==> config.mk <==
export PLATFORM = sky130hd
export DESIGN_NAME = isf_spike_status
export DESIGN_NICKNAME = d
export VERILOG_FILES = /design/src/isf_pkg.sv /design/src/isf_filter_if.sv /design/src/isf_glitch_filter.sv /design/src/isf_spike_status.sv
export VERILOG_INCLUDE_DIRS = /design/src
export SDC_FILE = /design/constraint.sdc
export NUM_CORES = 1
export LEC_CHECK = 0
export BUFFER_PORTS_ARGS = -buffer_cell sky130_fd_sc_hd__buf_4
export CAP_MARGIN = 20
export CORE_ASPECT_RATIO = 1.75
export CORE_MARGIN = 5
export CORE_UTILIZATION = 55
export DETAILED_ROUTE_END_ITERATION = 16
export HOLD_SLACK_MARGIN = 0.12
export PLACE_DENSITY = 0.84
export SETUP_SLACK_MARGIN = 0.5
export SLEW_MARGIN = 20
export SYNTH_ARGS = -nofsm -noshare
export SYNTH_HDL_FRONTEND = slang
export SYNTH_SLANG_ARGS = --single-unit
==> constraint.sdc <==
create_clock -name clock -period 3.4 [get_ports clock]
set_input_delay 0.34 -clock clock [delete_from_list [all_inputs] [get_ports clock]]
set_output_delay 0.34 -clock clock [all_outputs]
set_load 0.03 [all_outputs]
==> src/isf_defs.svh <==
// Address map, field positions and reset values of the spike filter block
`ifndef ISF_DEFS_SVH
`define ISF_DEFS_SVH

// Register addresses on the register port
`define ISF_ADDR_ENABLE_STATUS 32'h5000159C
`define ISF_ADDR_GLITCH_LEN 32'h500015A0
`define ISF_ADDR_COMP_PARAM_LO 32'h500015F4
`define ISF_ADDR_COMP_PARAM_HI 32'h500015F6
`define ISF_ADDR_COMP_VER_LO 32'h500015F8
`define ISF_ADDR_COMP_VER_HI 32'h500015FA
`define ISF_ADDR_COMP_TYPE_LO 32'h500015FC
`define ISF_ADDR_COMP_TYPE_HI 32'h500015FE
`define ISF_ADDR_CTRL_ENABLE 32'h500015E0
`define ISF_ADDR_IRQ_STATUS 32'h500015E4
`define ISF_ADDR_IRQ_MASK 32'h500015E8

// Field positions in the enable, enable status and interrupt registers
`define ISF_BIT_ACTIVE 0
`define ISF_BIT_DIS_BUSY 1
`define ISF_BIT_RX_LOST 2
`define ISF_BIT_ENABLE 0
`define ISF_EVT_W 3

// Reset values and limits
`define ISF_GLITCH_LEN_RESET 8'h01
`define ISF_GLITCH_LEN_MIN 8'h02
`define ISF_WORD_ZERO 16'h0000
`define ISF_SYNC_RESET 2'h3

`endif

==> src/isf_pkg.sv <==
// Types shared by the spike filter block
package isf_pkg;

  // Activity of the controller as seen on its enable output
  typedef enum logic [1:0] {
    ISF_IDLE = 2'b00,
    ISF_ACTIVE = 2'b01,
    ISF_DRAIN = 2'b10
  } isf_state_t;

  typedef logic [15:0] isf_word_t;
  typedef logic [7:0] isf_len_t;

endpackage : isf_pkg

==> src/isf_filter_if.sv <==
// Signals between the register side and the glitch filter
`timescale 1ns/1ps
interface isf_filter_if;
  isf_pkg::isf_len_t glitchLength;
  logic [1:0] lineSync;
  logic [1:0] lineFilt;

  modport ctrl (output glitchLength, output lineSync, input lineFilt);
  modport filt (input glitchLength, input lineSync, output lineFilt);
endinterface : isf_filter_if

==> src/isf_glitch_filter.sv <==
// Glitch suppression for the two bus lines
`timescale 1ns/1ps
`include "isf_defs.svh"
module isf_glitch_filter #(
  parameter int LINES = 2,
  parameter int CNT_W = 9
) (
  input wire logic clock,
  input wire logic srst,
  isf_filter_if.filt fif
);

  logic [CNT_W-1:0] stableCnt_r [LINES];
  logic [CNT_W-1:0] stableCnt_nxt [LINES];
  logic [LINES-1:0] filt_r;
  logic [LINES-1:0] filt_nxt;

  // A differing level must persist beyond the length before it passes
  always_comb begin
    for (int i = 0; i < LINES; i++) begin
      filt_nxt[i] = filt_r[i];
      stableCnt_nxt[i] = '0;
      if (fif.lineSync[i] != filt_r[i]) begin
        if (stableCnt_r[i] >= {1'b0, fif.glitchLength}) begin
          filt_nxt[i] = fif.lineSync[i];
        end else begin
          stableCnt_nxt[i] = stableCnt_r[i] + {{(CNT_W-1){1'b0}}, 1'b1};
        end
      end
    end
  end

  // Register the filter state; idle bus lines rest high
  always_ff @(posedge clock) begin
    if (srst) begin
      filt_r <= '1;
      for (int i = 0; i < LINES; i++) begin
        stableCnt_r[i] <= '0;
      end
    end else begin
      filt_r <= filt_nxt;
      for (int i = 0; i < LINES; i++) begin
        stableCnt_r[i] <= stableCnt_nxt[i];
      end
    end
  end

  assign fif.lineFilt = filt_r;

endmodule : isf_glitch_filter

==> src/isf_spike_status.sv <==
// Enable status reporting and spike filter control for the I2C controller
// What this block does
// - Status bit 0 always returns the enable output the block drives.
// - Bit 0 high means enabled; low means fully inactive.
// - Status bit readable any time, reading changes nothing.
// - 8-bit length sets longest removed glitch in clock cycles.
// - Length writes take effect only while the enable setting is 0.
// - Length below 2 only as the reset value 1; smaller writes store 2.
`timescale 1ns/1ps
`include "isf_defs.svh"
module isf_spike_status (
  input wire logic clock,
  input wire logic srst,
  input wire logic [31:0] regAddr,
  input wire logic [15:0] regWdata,
  input wire logic regWrite,
  input wire logic regRead,
  output logic [15:0] regRdata,
  input wire logic sclIn,
  input wire logic sdaIn,
  input wire logic ctrlBusy,
  input wire logic rxDataLostEvt,
  input wire logic disabledBusyEvt,
  output logic controllerEnableSetting,
  output logic controllerActiveOutput,
  output logic sclFilt,
  output logic sdaFilt,
  output logic irq
);

  isf_filter_if fif ();

  // Register state
  isf_pkg::isf_state_t state_r;
  isf_pkg::isf_state_t state_nxt;
  logic enable_r;
  logic enable_nxt;
  logic active_r;
  logic active_nxt;
  isf_pkg::isf_len_t glitchLen_r;
  isf_pkg::isf_len_t glitchLen_nxt;
  logic rxLost_r;
  logic rxLost_nxt;
  logic disBusy_r;
  logic disBusy_nxt;
  logic [`ISF_EVT_W-1:0] irqStat_r;
  logic [`ISF_EVT_W-1:0] irqStat_nxt;
  logic [`ISF_EVT_W-1:0] irqMask_r;
  logic [`ISF_EVT_W-1:0] irqMask_nxt;
  isf_pkg::isf_word_t rdata_r;
  isf_pkg::isf_word_t rdata_nxt;

  // Pin synchronisers
  logic [1:0] pinMeta_r;
  logic [1:0] pinSync_r;

  // Decoded strobes
  logic wrEnable;
  logic wrLen;
  logic wrIrqStat;
  logic wrIrqMask;
  logic activeFell;
  logic [`ISF_EVT_W-1:0] events;

  // Clamp a written length to the smallest legal value
  function automatic isf_pkg::isf_len_t clampLen(input isf_pkg::isf_len_t v);
    if (v < `ISF_GLITCH_LEN_MIN) begin
      clampLen = `ISF_GLITCH_LEN_MIN;
    end else begin
      clampLen = v;
    end
  endfunction : clampLen

  // Status word showing the enable output and the two lost flags
  function automatic isf_pkg::isf_word_t statusWord(input logic act,
                                                    input logic busy,
                                                    input logic lost);
    isf_pkg::isf_word_t w;
    w = `ISF_WORD_ZERO;
    w[`ISF_BIT_ACTIVE] = act;
    w[`ISF_BIT_DIS_BUSY] = busy;
    w[`ISF_BIT_RX_LOST] = lost;
    statusWord = w;
  endfunction : statusWord

  // Write address decoding
  always_comb begin
    wrEnable = 1'b0;
    wrLen = 1'b0;
    wrIrqStat = 1'b0;
    wrIrqMask = 1'b0;
    if (!regWrite) begin
      wrEnable = 1'b0;
    end else if (regAddr == `ISF_ADDR_CTRL_ENABLE) begin
      wrEnable = 1'b1;
    end else if (regAddr == `ISF_ADDR_GLITCH_LEN) begin
      wrLen = 1'b1;
    end else if (regAddr == `ISF_ADDR_IRQ_STATUS) begin
      wrIrqStat = 1'b1;
    end else if (regAddr == `ISF_ADDR_IRQ_MASK) begin
      wrIrqMask = 1'b1;
    end
  end

  // Enable setting and the glitch length it guards
  always_comb begin
    enable_nxt = enable_r;
    glitchLen_nxt = glitchLen_r;
    if (wrEnable) begin
      enable_nxt = regWdata[`ISF_BIT_ENABLE];
    end
    if (wrLen && !enable_r) begin
      glitchLen_nxt = clampLen(regWdata[7:0]);
    end
  end

  always_ff @(posedge clock) begin
    if (srst) begin
      enable_r <= 1'b0;
      glitchLen_r <= `ISF_GLITCH_LEN_RESET;
    end else begin
      enable_r <= enable_nxt;
      glitchLen_r <= glitchLen_nxt;
    end
  end

  // Enable output: follows the setting, lingers while a transfer finishes
  always_comb begin
    state_nxt = state_r;
    case (state_r)
      isf_pkg::ISF_IDLE: begin
        if (enable_r) begin
          state_nxt = isf_pkg::ISF_ACTIVE;
        end
      end
      isf_pkg::ISF_ACTIVE: begin
        if (!enable_r && ctrlBusy) begin
          state_nxt = isf_pkg::ISF_DRAIN;
        end else if (!enable_r) begin
          state_nxt = isf_pkg::ISF_IDLE;
        end
      end
      isf_pkg::ISF_DRAIN: begin
        if (enable_r) begin
          state_nxt = isf_pkg::ISF_ACTIVE;
        end else if (!ctrlBusy) begin
          state_nxt = isf_pkg::ISF_IDLE;
        end
      end
      default: begin
        state_nxt = isf_pkg::ISF_IDLE;
      end
    endcase
    active_nxt = (state_nxt != isf_pkg::ISF_IDLE);
  end

  always_ff @(posedge clock) begin
    if (srst) begin
      state_r <= isf_pkg::ISF_IDLE;
      active_r <= 1'b0;
    end else begin
      state_r <= state_nxt;
      active_r <= active_nxt;
    end
  end

  assign activeFell = active_r && !active_nxt;

  // Lost-data flags: set by the controller, cleared on a fresh enable
  always_comb begin
    rxLost_nxt = rxLost_r;
    disBusy_nxt = disBusy_r;
    if (!enable_r && enable_nxt) begin
      rxLost_nxt = 1'b0;
      disBusy_nxt = 1'b0;
    end
    if (rxDataLostEvt) begin
      rxLost_nxt = 1'b1;
    end
    if (disabledBusyEvt) begin
      disBusy_nxt = 1'b1;
    end
  end

  always_ff @(posedge clock) begin
    if (srst) begin
      rxLost_r <= 1'b0;
      disBusy_r <= 1'b0;
    end else begin
      rxLost_r <= rxLost_nxt;
      disBusy_r <= disBusy_nxt;
    end
  end

  // Interrupt status: write one to clear, a new event wins over the clear
  always_comb begin
    events = '0;
    events[`ISF_BIT_ACTIVE] = activeFell;
    events[`ISF_BIT_DIS_BUSY] = disabledBusyEvt;
    events[`ISF_BIT_RX_LOST] = rxDataLostEvt;
    irqStat_nxt = irqStat_r;
    irqMask_nxt = irqMask_r;
    if (wrIrqStat) begin
      irqStat_nxt = irqStat_r & ~regWdata[`ISF_EVT_W-1:0];
    end
    irqStat_nxt = irqStat_nxt | events;
    if (wrIrqMask) begin
      irqMask_nxt = regWdata[`ISF_EVT_W-1:0];
    end
  end

  always_ff @(posedge clock) begin
    if (srst) begin
      irqStat_r <= '0;
      irqMask_r <= '0;
    end else begin
      irqStat_r <= irqStat_nxt;
      irqMask_r <= irqMask_nxt;
    end
  end

  // Read data, presented the cycle after the strobe; reads have no effect
  always_comb begin
    rdata_nxt = `ISF_WORD_ZERO;
    if (!regRead) begin
      rdata_nxt = `ISF_WORD_ZERO;
    end else if (regAddr == `ISF_ADDR_ENABLE_STATUS) begin
      rdata_nxt = statusWord(active_r, disBusy_r,
                             rxLost_r);
    end else if (regAddr == `ISF_ADDR_GLITCH_LEN) begin
      rdata_nxt = {8'h00, glitchLen_r};
    end else if (regAddr == `ISF_ADDR_CTRL_ENABLE) begin
      rdata_nxt = {15'h0000, enable_r};
    end else if (regAddr == `ISF_ADDR_IRQ_STATUS) begin
      rdata_nxt = {13'h0000, irqStat_r};
    end else if (regAddr == `ISF_ADDR_IRQ_MASK) begin
      rdata_nxt = {13'h0000, irqMask_r};
    end
  end

  always_ff @(posedge clock) begin
    if (srst) begin
      rdata_r <= `ISF_WORD_ZERO;
    end else begin
      rdata_r <= rdata_nxt;
    end
  end

  // Two-stage synchronisers on the bus line pins
  always_ff @(posedge clock) begin
    if (srst) begin
      pinMeta_r <= `ISF_SYNC_RESET;
      pinSync_r <= `ISF_SYNC_RESET;
    end else begin
      pinMeta_r <= {sdaIn, sclIn};
      pinSync_r <= pinMeta_r;
    end
  end

  // Filter hookup
  assign fif.glitchLength = glitchLen_r;
  assign fif.lineSync = pinSync_r;

  isf_glitch_filter #(
    .LINES(2),
    .CNT_W(9)
  ) u_filter (
    .clock(clock),
    .srst(srst),
    .fif(fif)
  );

  // Outputs
  assign regRdata = rdata_r;
  assign controllerEnableSetting = enable_r;
  assign controllerActiveOutput = active_r;
  assign sclFilt = fif.lineFilt[0];
  assign sdaFilt = fif.lineFilt[1];
  assign irq = |(irqStat_r & irqMask_r);

endmodule : isf_spike_status

==> impl_metrics.env, run 1 <==
export IMPL_area_growth_pct=21.8
export IMPL_vdd_ir_drop_max_uv=290
export IMPL_worst_path_max_fanout=9
export IMPL_grt_usage_pct=20.6
export IMPL_clkTransAtPathRegs_ns=0.09
export IMPL_finalCriticalPeriod_ns=2.24
export IMPL_synth_cell_types=47
export IMPL_wl_per_cell_um=15.6
export IMPL_antenna_found_initial=0
export IMPL_final_util_pct=68.7
export IMPL_tightest_slew_ns=0.610
export IMPL_cellPowerDensity_nw_per_um2=355
export IMPL_ios=78
export IMPL_synth_most_common_cell="dfxtp_1"
export IMPL_post_route_period_util_pct=66.0
export IMPL_cp_data_arrival_time_ns=2.49
export IMPL_cts_buffer_depth=2
export IMPL_start_util_pct=56.5
export IMPL_synth_top_area_share_pct=39.2
export IMPL_seq_area_um2=1040
export IMPL_required_ns=3.65
export IMPL_dpl_hpwl_um=4900
export IMPL_outcome="complete, no violations"
export IMPL_grt_overflow_total=0
export IMPL_critPathKind="reg -> reg"
export IMPL_rsz0062_at_grt="false"
export IMPL_setup_ws_ns=1.16
export IMPL_synth_edff_count=0
export IMPL_cts_sinks=52
export IMPL_cp_start_kind="register"
export IMPL_drc=0
export IMPL_drtPass1Iterations=4
export IMPL_tns_ns=0
export IMPL_die_w_um=62.5
export IMPL_worstSetupEndpointType="register"
export IMPL_ys_seq_area_share_pct=39.2
export IMPL_htreeDepth=2
export IMPL_synth_seq_cells=52
export IMPL_post_place_ws_ns=1.25
export IMPL_wl_um=6260
export IMPL_ys_top_cells_by_count="52 x dfxtp_1, 43 x nor2_1, 19 x inv_1"
export IMPL_cts_hold_buffers_added=0
export IMPL_grt_max_degree=26
export IMPL_die_h_um=102
export IMPL_ys_flop_type="dfxtp_1"
export IMPL_clock_fmax_mhz=446
export IMPL_clk_insertion_delay_late_ns=0.31
export IMPL_multi_input_comb_area_um2=1490
export IMPL_synth_warnings=0
export IMPL_grt_pass1_wl_um=10600
export IMPL_final_max_slew_viol_count=0
export IMPL_max_cap_violations=0
export IMPL_nFillCells=407
export IMPL_drive_gt1_share_pct=25.0
export IMPL_p_leak_uw=0.00135
export IMPL_num_vias=2247
export IMPL_syn_area_um2=2660
export IMPL_drt_iter0_drc=97
export IMPL_cts_setup_buffers=0
export IMPL_syn_mean_instance_area_um2=9.29
export IMPL_synthArstFlopShare_pct=0
export IMPL_synth_area_leaders="dfxtp_1 39%, ha_1 8.5%, nor2_1 6.1%"
export IMPL_die_area_um2=6380
export IMPL_io_buffers=61
export IMPL_slew_headroom_pct=59.0
export IMPL_synthCells=286
export IMPL_cts_tree="done"
export IMPL_core_area_um2=4710
export IMPL_hp_class="in -> reg"
export IMPL_antenna_cells=0
export IMPL_skew_ns=0.00875
export IMPL_drtAntennaViolNets=0
export IMPL_grt_pass1_vias=2306
export IMPL_synth_top_cell_by_area="dfxtp_1"
export IMPL_layout_nets=422
export IMPL_cts_buffers=5
export IMPL_power_uw=1150
export IMPL_cts_root_buf="clkbuf_8"
export IMPL_setup_violations=0
export IMPL_gp_congestion=0.936
export IMPL_vias_per_cell=5.62
export IMPL_rows=33
export IMPL_post_cts_resized=0
export IMPL_final_hold_viol_count=0
-- critical path, stage by stage (launching register included) --
cell and delay (ns):
dfxtp_1 0.45, inv_1 0.07, ha_1 0.26, nand2b_1 0.14
a211oi_1 0.28, nor3_1 0.12, or4_1 0.71, nor2_1 0.16
-- metal layers --
metal  wire length (um)  track usage (%)  up-vias
li1                   -                -     1115
met1               2230             20.6     1046
met2               3480             39.1       70
met3                357             4.84       16
met4                186             10.3        0
met5                  0                0        -
-- cells by family after synthesis --
logic type      Yosys count  synth area share [%]
mux                      12                  4.52
fa+ha+maj                18                  8.47
compound gates           36                  9.37
other cells               1                 0.141
simple gates            117                  26.9
buf+inv                  33                  5.79
xor+xnor                 17                  5.60
flops                    52                  39.2
-- path summary, 6_finish.rpt --
kind                         startpoint  cells after the start                           to  slack (ns)
max          u_filter.stableCnt_r[0][9]                      7  u_filter.stableCnt_r[0][11]        1.16
min                               sclIn                      2                 pinMeta_r[0]        0.21
max reg2reg  u_filter.stableCnt_r[0][9]                      7  u_filter.stableCnt_r[0][11]        1.16
min reg2reg                pinMeta_r[1]                      1              fif.lineSync[1]        0.42
-- placed cells by master (no fill, tap or decap), drive strengths merged, types with 3 or more instances in the layout --
master | netlist | layout
buf | 8 | 61
dfxtp | 52 | 52
nor2 | 43 | 43
inv | 19 | 19
ha | 18 | 18
xor2 | 12 | 12
mux2i | 12 | 12
nand3 | 9 | 9
conb | 1 | 8
and2 | 8 | 8
nand4 | 8 | 8
nand2 | 7 | 7
nor4 | 7 | 7
a21oi | 6 | 6
or2 | 6 | 6
o21ai | 6 | 6
xnor2 | 5 | 5
and3 | 5 | 5
nor2b | 5 | 5
clkbuf | 6 | 5
nor4b | 5 | 5
nor3 | 4 | 4
a31oi | 4 | 4
a211oi | 3 | 3
or4 | 3 | 3
-- sequential cells by signal, indices dropped and copies added, names as in the netlist --
register                 flops
controllerEnableSetting      1
irqMask_r                    3
regRdata                     8
pinMeta_r                    2
u_filter.fif.lineFilt        2
disBusy_r                    1
fif.lineSync                 2
irqStat_r                    3
rxLost_r                     1
controllerActiveOutput       1
fif.glitchLength             8
u_filter.stableCnt_r        18
state_r                      2
-- where the power goes --
| group | leakage (uW) | internal (uW) | total, uW | switching (uW) |
|---|---|---|---|---|
| clock network | 0.0000541 | 218 | 422 | 204 |
| registers | 0.000421 | 615 | 620 | 4.80 |
| logic | 0.000873 | 53.6 | 108 | 54.0 |
-- final cells by class --
class,count,share of cell area (%)
inverters,19,2.20
flip-flops and latches,52,32.2
clock inverters,3,1.31
well taps,52,2.01
multi-input cells,208,46.0
clock buffers,5,2.13
repair buffers,61,14.2
-- through the flow --
step | hold WS (ns) | area, um2 | std cells
6_report | 0.211 | 3240 | 400
5_1_grt | 0.206 | 3240 | 400
4_1_cts | 0.206 | 3240 | 400
3_5_place_dp | 0.395 | 3120 | 392
3_3_place_gp | 0.391 | 3120 | 392
2_1_floorplan | 0.389 | 2680 | 293
Power figures use the tool's default switching activity.
==> inputs of run 2 (changes only) <==
--- a/config.mk
+++ b/config.mk
@@ -6,14 +6,15 @@
 export SDC_FILE = /design/constraint.sdc
 export NUM_CORES = 1
 export LEC_CHECK = 0
+export ABC_AREA = 1
 export BUFFER_PORTS_ARGS = -buffer_cell sky130_fd_sc_hd__buf_4
 export CAP_MARGIN = 20
 export CORE_ASPECT_RATIO = 1.75
 export CORE_MARGIN = 5
-export CORE_UTILIZATION = 55
+export CORE_UTILIZATION = 47
 export DETAILED_ROUTE_END_ITERATION = 16
 export HOLD_SLACK_MARGIN = 0.12
-export PLACE_DENSITY = 0.84
+export PLACE_DENSITY = 0.76
 export SETUP_SLACK_MARGIN = 0.5
 export SLEW_MARGIN = 20
 export SYNTH_ARGS = -nofsm -noshare
==> constraint.sdc (replaced) <==
create_clock -name clock -period 2 [get_ports clock]
set_input_delay 0.2 -clock clock [delete_from_list [all_inputs] [get_ports clock]]
set_output_delay 0.2 -clock clock [all_outputs]
set_load 0.03 [all_outputs]
==> run 2 against run 1 <==
Cell count is 40% higher. First-iteration DRC count rose by 69%. Maximum frequency up 29%. Core utilization fell by 1.1 points. Critical path type unchanged. Via count is 28% higher.
==> impl_metrics.env, run 2 <==
export IMPL_finalCriticalPeriod_ns=1.74
export IMPL_critPathKind="reg -> reg"
export IMPL_nFillCells=496
export IMPL_cts_root_buf="clkbuf_8"
export IMPL_ios=78
export IMPL_synthCells=403
export IMPL_synth_edff_count=0
export IMPL_post_place_ws_ns=0.210
export IMPL_syn_mean_instance_area_um2=7.14
export IMPL_rows=37
export IMPL_largest_register_ff_count=18
export IMPL_ys_flop_type="dfxtp_1"
export IMPL_gp_congestion=0.884
export IMPL_rr_worst_depth=9
export IMPL_tns_ns=0
export IMPL_cts_tree="done"
export IMPL_vdd_ir_drop_max_uv=818
export IMPL_skew_ns=0.00403
export IMPL_slowest_delay_ns=0.36
export IMPL_rsz0062_at_grt="true"
export IMPL_core_area_um2=5930
export IMPL_synth_cell_types=29
export IMPL_worstSetupEndpointType="register"
export IMPL_drtAntennaViolNets=0
export IMPL_die_w_um=69.2
export IMPL_min_delay_path_depth=3
export IMPL_vias_per_cell=5.13
export IMPL_drive_gt1_share_pct=34.9
export IMPL_p_leak_uw=0.00174
export IMPL_cts_buffers=5
export IMPL_grt_usage_pct=19.8
export IMPL_synthArstFlopShare_pct=0
export IMPL_post_route_period_util_pct=86.9
export IMPL_drtPass1Iterations=7
export IMPL_power_uw=2590
export IMPL_outcome="complete, no violations"
export IMPL_grt_pass1_wl_um=12600
export IMPL_max_cap_violations=0
export IMPL_setup_violations=0
export IMPL_synth_most_common_cell="nand2_1"
export IMPL_drc=0
export IMPL_cts_sinks=52
export IMPL_die_h_um=114
export IMPL_dpl_hpwl_um=5670
export IMPL_worst_path_max_delay_cell="dfxtp_2"
export IMPL_final_hold_viol_count=0
export IMPL_clock_fmax_mhz=576
export IMPL_grt_overflow_total=0
export IMPL_layout_nets=555
export IMPL_drt_iter0_drc=164
export IMPL_htreeDepth=2
export IMPL_antenna_found_initial=0
export IMPL_grt_max_degree=23
export IMPL_hp_class="in -> reg"
export IMPL_worstSetupPathDepth=9
export IMPL_syn_area_um2=2880
export IMPL_cpLargestDelayFamily="simple AND/OR/NAND/NOR gates"
export IMPL_mostFrequentLayoutCell="nand2_1"
export IMPL_clk_insertion_delay_late_ns=0.31
export IMPL_synth_seq_cells=52
export IMPL_ys_seq_area_share_pct=36.2
export IMPL_grt_pass1_vias=2832
export IMPL_final_max_slew_viol_count=0
export IMPL_worst_path_max_fanout=5
export IMPL_ys_top_cells_by_count="82 x nand2_1, 58 x inv_1, 52 x dfxtp_1"
export IMPL_critPathBufInv=2
export IMPL_largest_register="u_filter.stableCnt_r"
export IMPL_cp_data_arrival_time_ns=1.99
export IMPL_required_ns=2.25
export IMPL_io_buffers=61
export IMPL_crit_chain="inv_4, ha_4, a21oi_2, o21ai_1, nand2_1, nand4_1, nand3b_1, buf_6, nor2_2"
export IMPL_setup_ws_ns=0.263
export IMPL_cts_buffer_depth=2
export IMPL_wl_per_cell_um=14.8
export IMPL_synth_warnings=0
export IMPL_start_util_pct=48.6
export IMPL_antenna_cells=0
export IMPL_area_growth_pct=39.3
export IMPL_synth_top_cell_by_area="dfxtp_1"
export IMPL_num_vias=2869
export IMPL_synth_top_area_share_pct=36.2
export IMPL_clkTransAtPathRegs_ns=0.09
export IMPL_synth_area_leaders="dfxtp_1 36%, nand2_1 11%, ha_1 7.8%"
export IMPL_die_area_um2=7850
export IMPL_wl_um=8270
export IMPL_cp_start_kind="register"
export IMPL_final_cell_mix="76 x nand2_1, 71 x buf_4, 51 x inv_1"
export IMPL_cellPowerDensity_nw_per_um2=645
-- run 2: timing repair --
item,4_1_cts,5_1_grt
setup buffers,5,3
setup endpoints to repair,20,20
pin swaps,5,9
hold buffers,2,0
hold endpoints to repair,2,0
resized for setup,38,49
cloned,1,1
-- run 2: area by class of cell --
type | instances | area, um2 | share of cell area, %
clock buffers | 5 | 68.8 | 1.72
well taps | 78 | 97.6 | 2.44
multi-input cells | 284 | 1850 | 46.3
repair buffers | 77 | 598 | 14.9
flip-flops and latches | 52 | 1060 | 26.5
clock inverters | 3 | 90.1 | 2.25
inverters | 60 | 238 | 5.93
-- run 2: tightest hold or removal path: stages --
cell	delay, ns
buf_4	0.12
nand2_1	0.06
a21oi_1	0.05
-- run 2: where the power goes --
group | internal, uW | leakage, uW | switching (uW)
registers | 1070 | 0.000430 | 32.4
clock network | 625 | 0.0000784 | 354
logic | 234 | 0.00123 | 271
total | 1930 | 0.00174 | 657
-- run 2: metrics by stage --
stage          std cells  util [%]  instance area (um2)  hold WS, ns
5_1_grt              559      67.6                 4010        0.164
3_3_place_gp         539      57.6                 3410        0.386
4_1_cts              555      64.0                 3790        0.160
3_5_place_dp         539      57.6                 3410        0.388
6_report             559      67.6                 4010        0.160
2_1_floorplan        410         -                 2930        0.304
-- run 2: kinds of logic (layout without fill, tap and decap cells) --
logic type	Yosys count	count (layout)	share of synthesized area, %
fa+ha+maj	18	18	7.83
other cells	1	8	0.130
xor+xnor	16	16	4.87
buf+inv	74	145	11.3
compound gates	36	36	6.52
simple gates	206	206	33.2
flops	52	52	36.2
-- run 2: worst paths after layout --
kind | startpoint | endpoint | slack, ns
min | regWdata[2] | irqMask_r[2] | 0.16
max | fif.glitchLength[4] | u_filter.stableCnt_r[0][9] | 0.26
min reg2reg | pinMeta_r[0] | fif.lineSync[0] | 0.42
max reg2reg | fif.glitchLength[4] | u_filter.stableCnt_r[0][9] | 0.26
-- run 2: metal layers --
layer  vias to the layer above  wire [um]  GRT usage [%]  part of all wire (%)
li1                       1429          -              -                     -
met3                        31        403           3.79                   4.9
met2                        99       4600           39.7                    56
met5                         -          0              0                     0
met4                         0        411           11.1                   5.0
met1                      1310       2850           17.9                    34
==> inputs of run 3 (changes only) <==
--- a/config.mk
+++ b/config.mk
@@ -14,7 +14,8 @@
 export CORE_UTILIZATION = 47
 export DETAILED_ROUTE_END_ITERATION = 16
 export HOLD_SLACK_MARGIN = 0.12
-export PLACE_DENSITY = 0.76
+export MAX_ROUTING_LAYER = met4
+export PLACE_DENSITY = 0.85
 export SETUP_SLACK_MARGIN = 0.5
 export SLEW_MARGIN = 20
 export SYNTH_ARGS = -nofsm -noshare
==> run 3 against run 2 <==
Via count fell by 0.80%. Clock skew grew 0.0033 ns. Non-clock buffer count decreased by 4. Total power down 17%. Critical path depth did not move. Setup slack improved by 0.11 ns. Combinational power down 4.9%.
==> impl_metrics.env, run 3 (synthesis gave the netlist of run 2 again) <==
export IMPL_outcome="complete, no violations"
export IMPL_drtPass1Iterations=4
export IMPL_vias_per_cell=5.14
export IMPL_path_common_cell="nand2_1"
export IMPL_hp_class="in -> reg"
export IMPL_ios=78
export IMPL_num_vias=2846
export IMPL_slowest_delay_ns=0.37
export IMPL_dp_cells=538
export IMPL_nFillCells=478
export IMPL_mostFrequentLayoutCell="nand2_1"
export IMPL_cts_buffers=5
export IMPL_worst_path_max_delay_cell="dfxtp_2"
export IMPL_tns_ns=0
export IMPL_core_area_um2=5930
export IMPL_critPathKind="reg -> reg"
export IMPL_top_layer_used="met4"
export IMPL_setup_violations=0
export IMPL_largest_register_ff_count=18
export IMPL_drc=0
export IMPL_final_max_slew_viol_count=0
export IMPL_wl_um=8020
export IMPL_dpl_hpwl_um=5730
export IMPL_wl_met2_um=4370
export IMPL_grt_max_degree=24
export IMPL_cts_buffer_depth=2
export IMPL_holdWs_ns=0.152
export IMPL_die_w_um=69.2
export IMPL_rsz0062_at_grt="true"
export IMPL_drive_gt1_share_pct=32.1
export IMPL_final_hold_viol_count=0
export IMPL_clkTransAtPathRegs_ns=0.09
export IMPL_wl_met1_um=2650
export IMPL_worstSetupEndpointType="register"
export IMPL_cp_start_kind="register"
export IMPL_antenna_cells=0
export IMPL_slew_headroom_pct=64.2
export IMPL_cts_sinks=52
export IMPL_clk_insertion_delay_late_ns=0.31
export IMPL_drt_iter0_drc=167
export IMPL_layout_nets=551
export IMPL_grt_usage_pct=19.5
export IMPL_p_leak_uw=0.00168
export IMPL_final_cell_mix="79 x nand2_1, 68 x buf_4, 51 x inv_1"
export IMPL_area_growth_pct=34.2
export IMPL_cts_tree="done"
export IMPL_max_cap_violations=0
export IMPL_grt_pass1_wl_um=12100
export IMPL_grt_overflow_total=0
export IMPL_final_util_pct=65.2
export IMPL_finalCriticalPeriod_ns=1.63
export IMPL_die_area_um2=7850
export IMPL_clock_fmax_mhz=613
export IMPL_largest_register="u_filter.stableCnt_r"
export IMPL_setup_ws_ns=0.370
export IMPL_cts_root_buf="clkbuf_8"
export IMPL_io_buffers=61
export IMPL_worst_path_max_fanout=9
export IMPL_htreeDepth=2
export IMPL_die_h_um=114
export IMPL_gp_congestion=0.914
export IMPL_vdd_ir_drop_max_uv=430
export IMPL_crit_chain="inv_4, ha_4, nand2_1, o21ai_1, nand2_1, nand4_1, nand3b_1, buf_6, nor2_1"
export IMPL_start_util_pct=48.6
export IMPL_cellPowerDensity_nw_per_um2=556
export IMPL_worstSetupPathDepth=9
export IMPL_met3_length_um=454
export IMPL_cp_data_arrival_time_ns=1.83
export IMPL_tightest_slew_ns=0.535
export IMPL_antenna_found_initial=0
export IMPL_rr_worst_depth=9
export IMPL_fin_cells=554
export IMPL_wl_per_cell_um=14.5
export IMPL_cpLargestDelayFamily="simple AND/OR/NAND/NOR gates"
export IMPL_drtAntennaViolNets=0
export IMPL_post_route_period_util_pct=81.5
export IMPL_skew_ns=0.00733
export IMPL_rows=37
export IMPL_min_delay_path_depth=3
export IMPL_grt_pass1_vias=2784
export IMPL_critPathBufInv=2
export IMPL_required_ns=2.20
export IMPL_post_place_ws_ns=0.190
## run 3: timing repair
| action | CTS | global route |
|---|---|---|
| hold endpoints to repair | 2 | 0 |
| cloned | 1 | 0 |
| endpoints found under the setup margin | 20 | 20 |
| hold buffers | 2 | 0 |
| gates resized for setup | 36 | 38 |
| setup buffers | 5 | 1 |
| pin swaps | 3 | 11 |
## run 3: path summary, 6_finish.rpt
kind / from / to / slack [ns]
hold / removal: regWdata[1] / irqMask_r[1] / 0.15
setup / recovery: fif.glitchLength[4] / u_filter.stableCnt_r[0][12] / 0.37
hold reg to reg: pinMeta_r[0] / fif.lineSync[0] / 0.42
setup reg to reg: fif.glitchLength[4] / u_filter.stableCnt_r[0][12] / 0.37
## run 3: worst min-delay path: cells and delay by family
family	cells	cell delay [ns]
buf+inv	1	0.11
simple gates	1	0.05
compound gates	1	0.05
## run 3: layout make-up
type                       instances  area, um2  share of cell area, %
tap                               78       97.6                   2.53
clock inverter                     1       5.00                  0.130
timing repair buffer              73        564                   14.6
sequential                        52       1060                   27.4
inverter                          60        235                   6.09
multi-input combinational        284       1830                   47.3
clock buffer                       6       72.6                   1.88
## run 3: metrics by stage
stage               instance area, um2  power [uW]
floorplan                         2930        1340
global placement                  3410        1480
detailed placement                3410        1490
CTS                               3680        2080
global route                      3860        2250
finish                            3860        2150
## run 3: where the power goes
group / internal (uW) / total, uW / switching (uW)
Combinational: 217 / 481 / 264
Clock: 238 / 563 / 325
Sequential: 1070 / 1100 / 32.4
## run 3: layer usage
layer / track usage [%] / vias to the layer above
li1: - / 1412
met1: 15.7 / 1281
met2: 36.0 / 116
met3: 4.85 / 37
met4: 16.7 / 0
met5: - / -
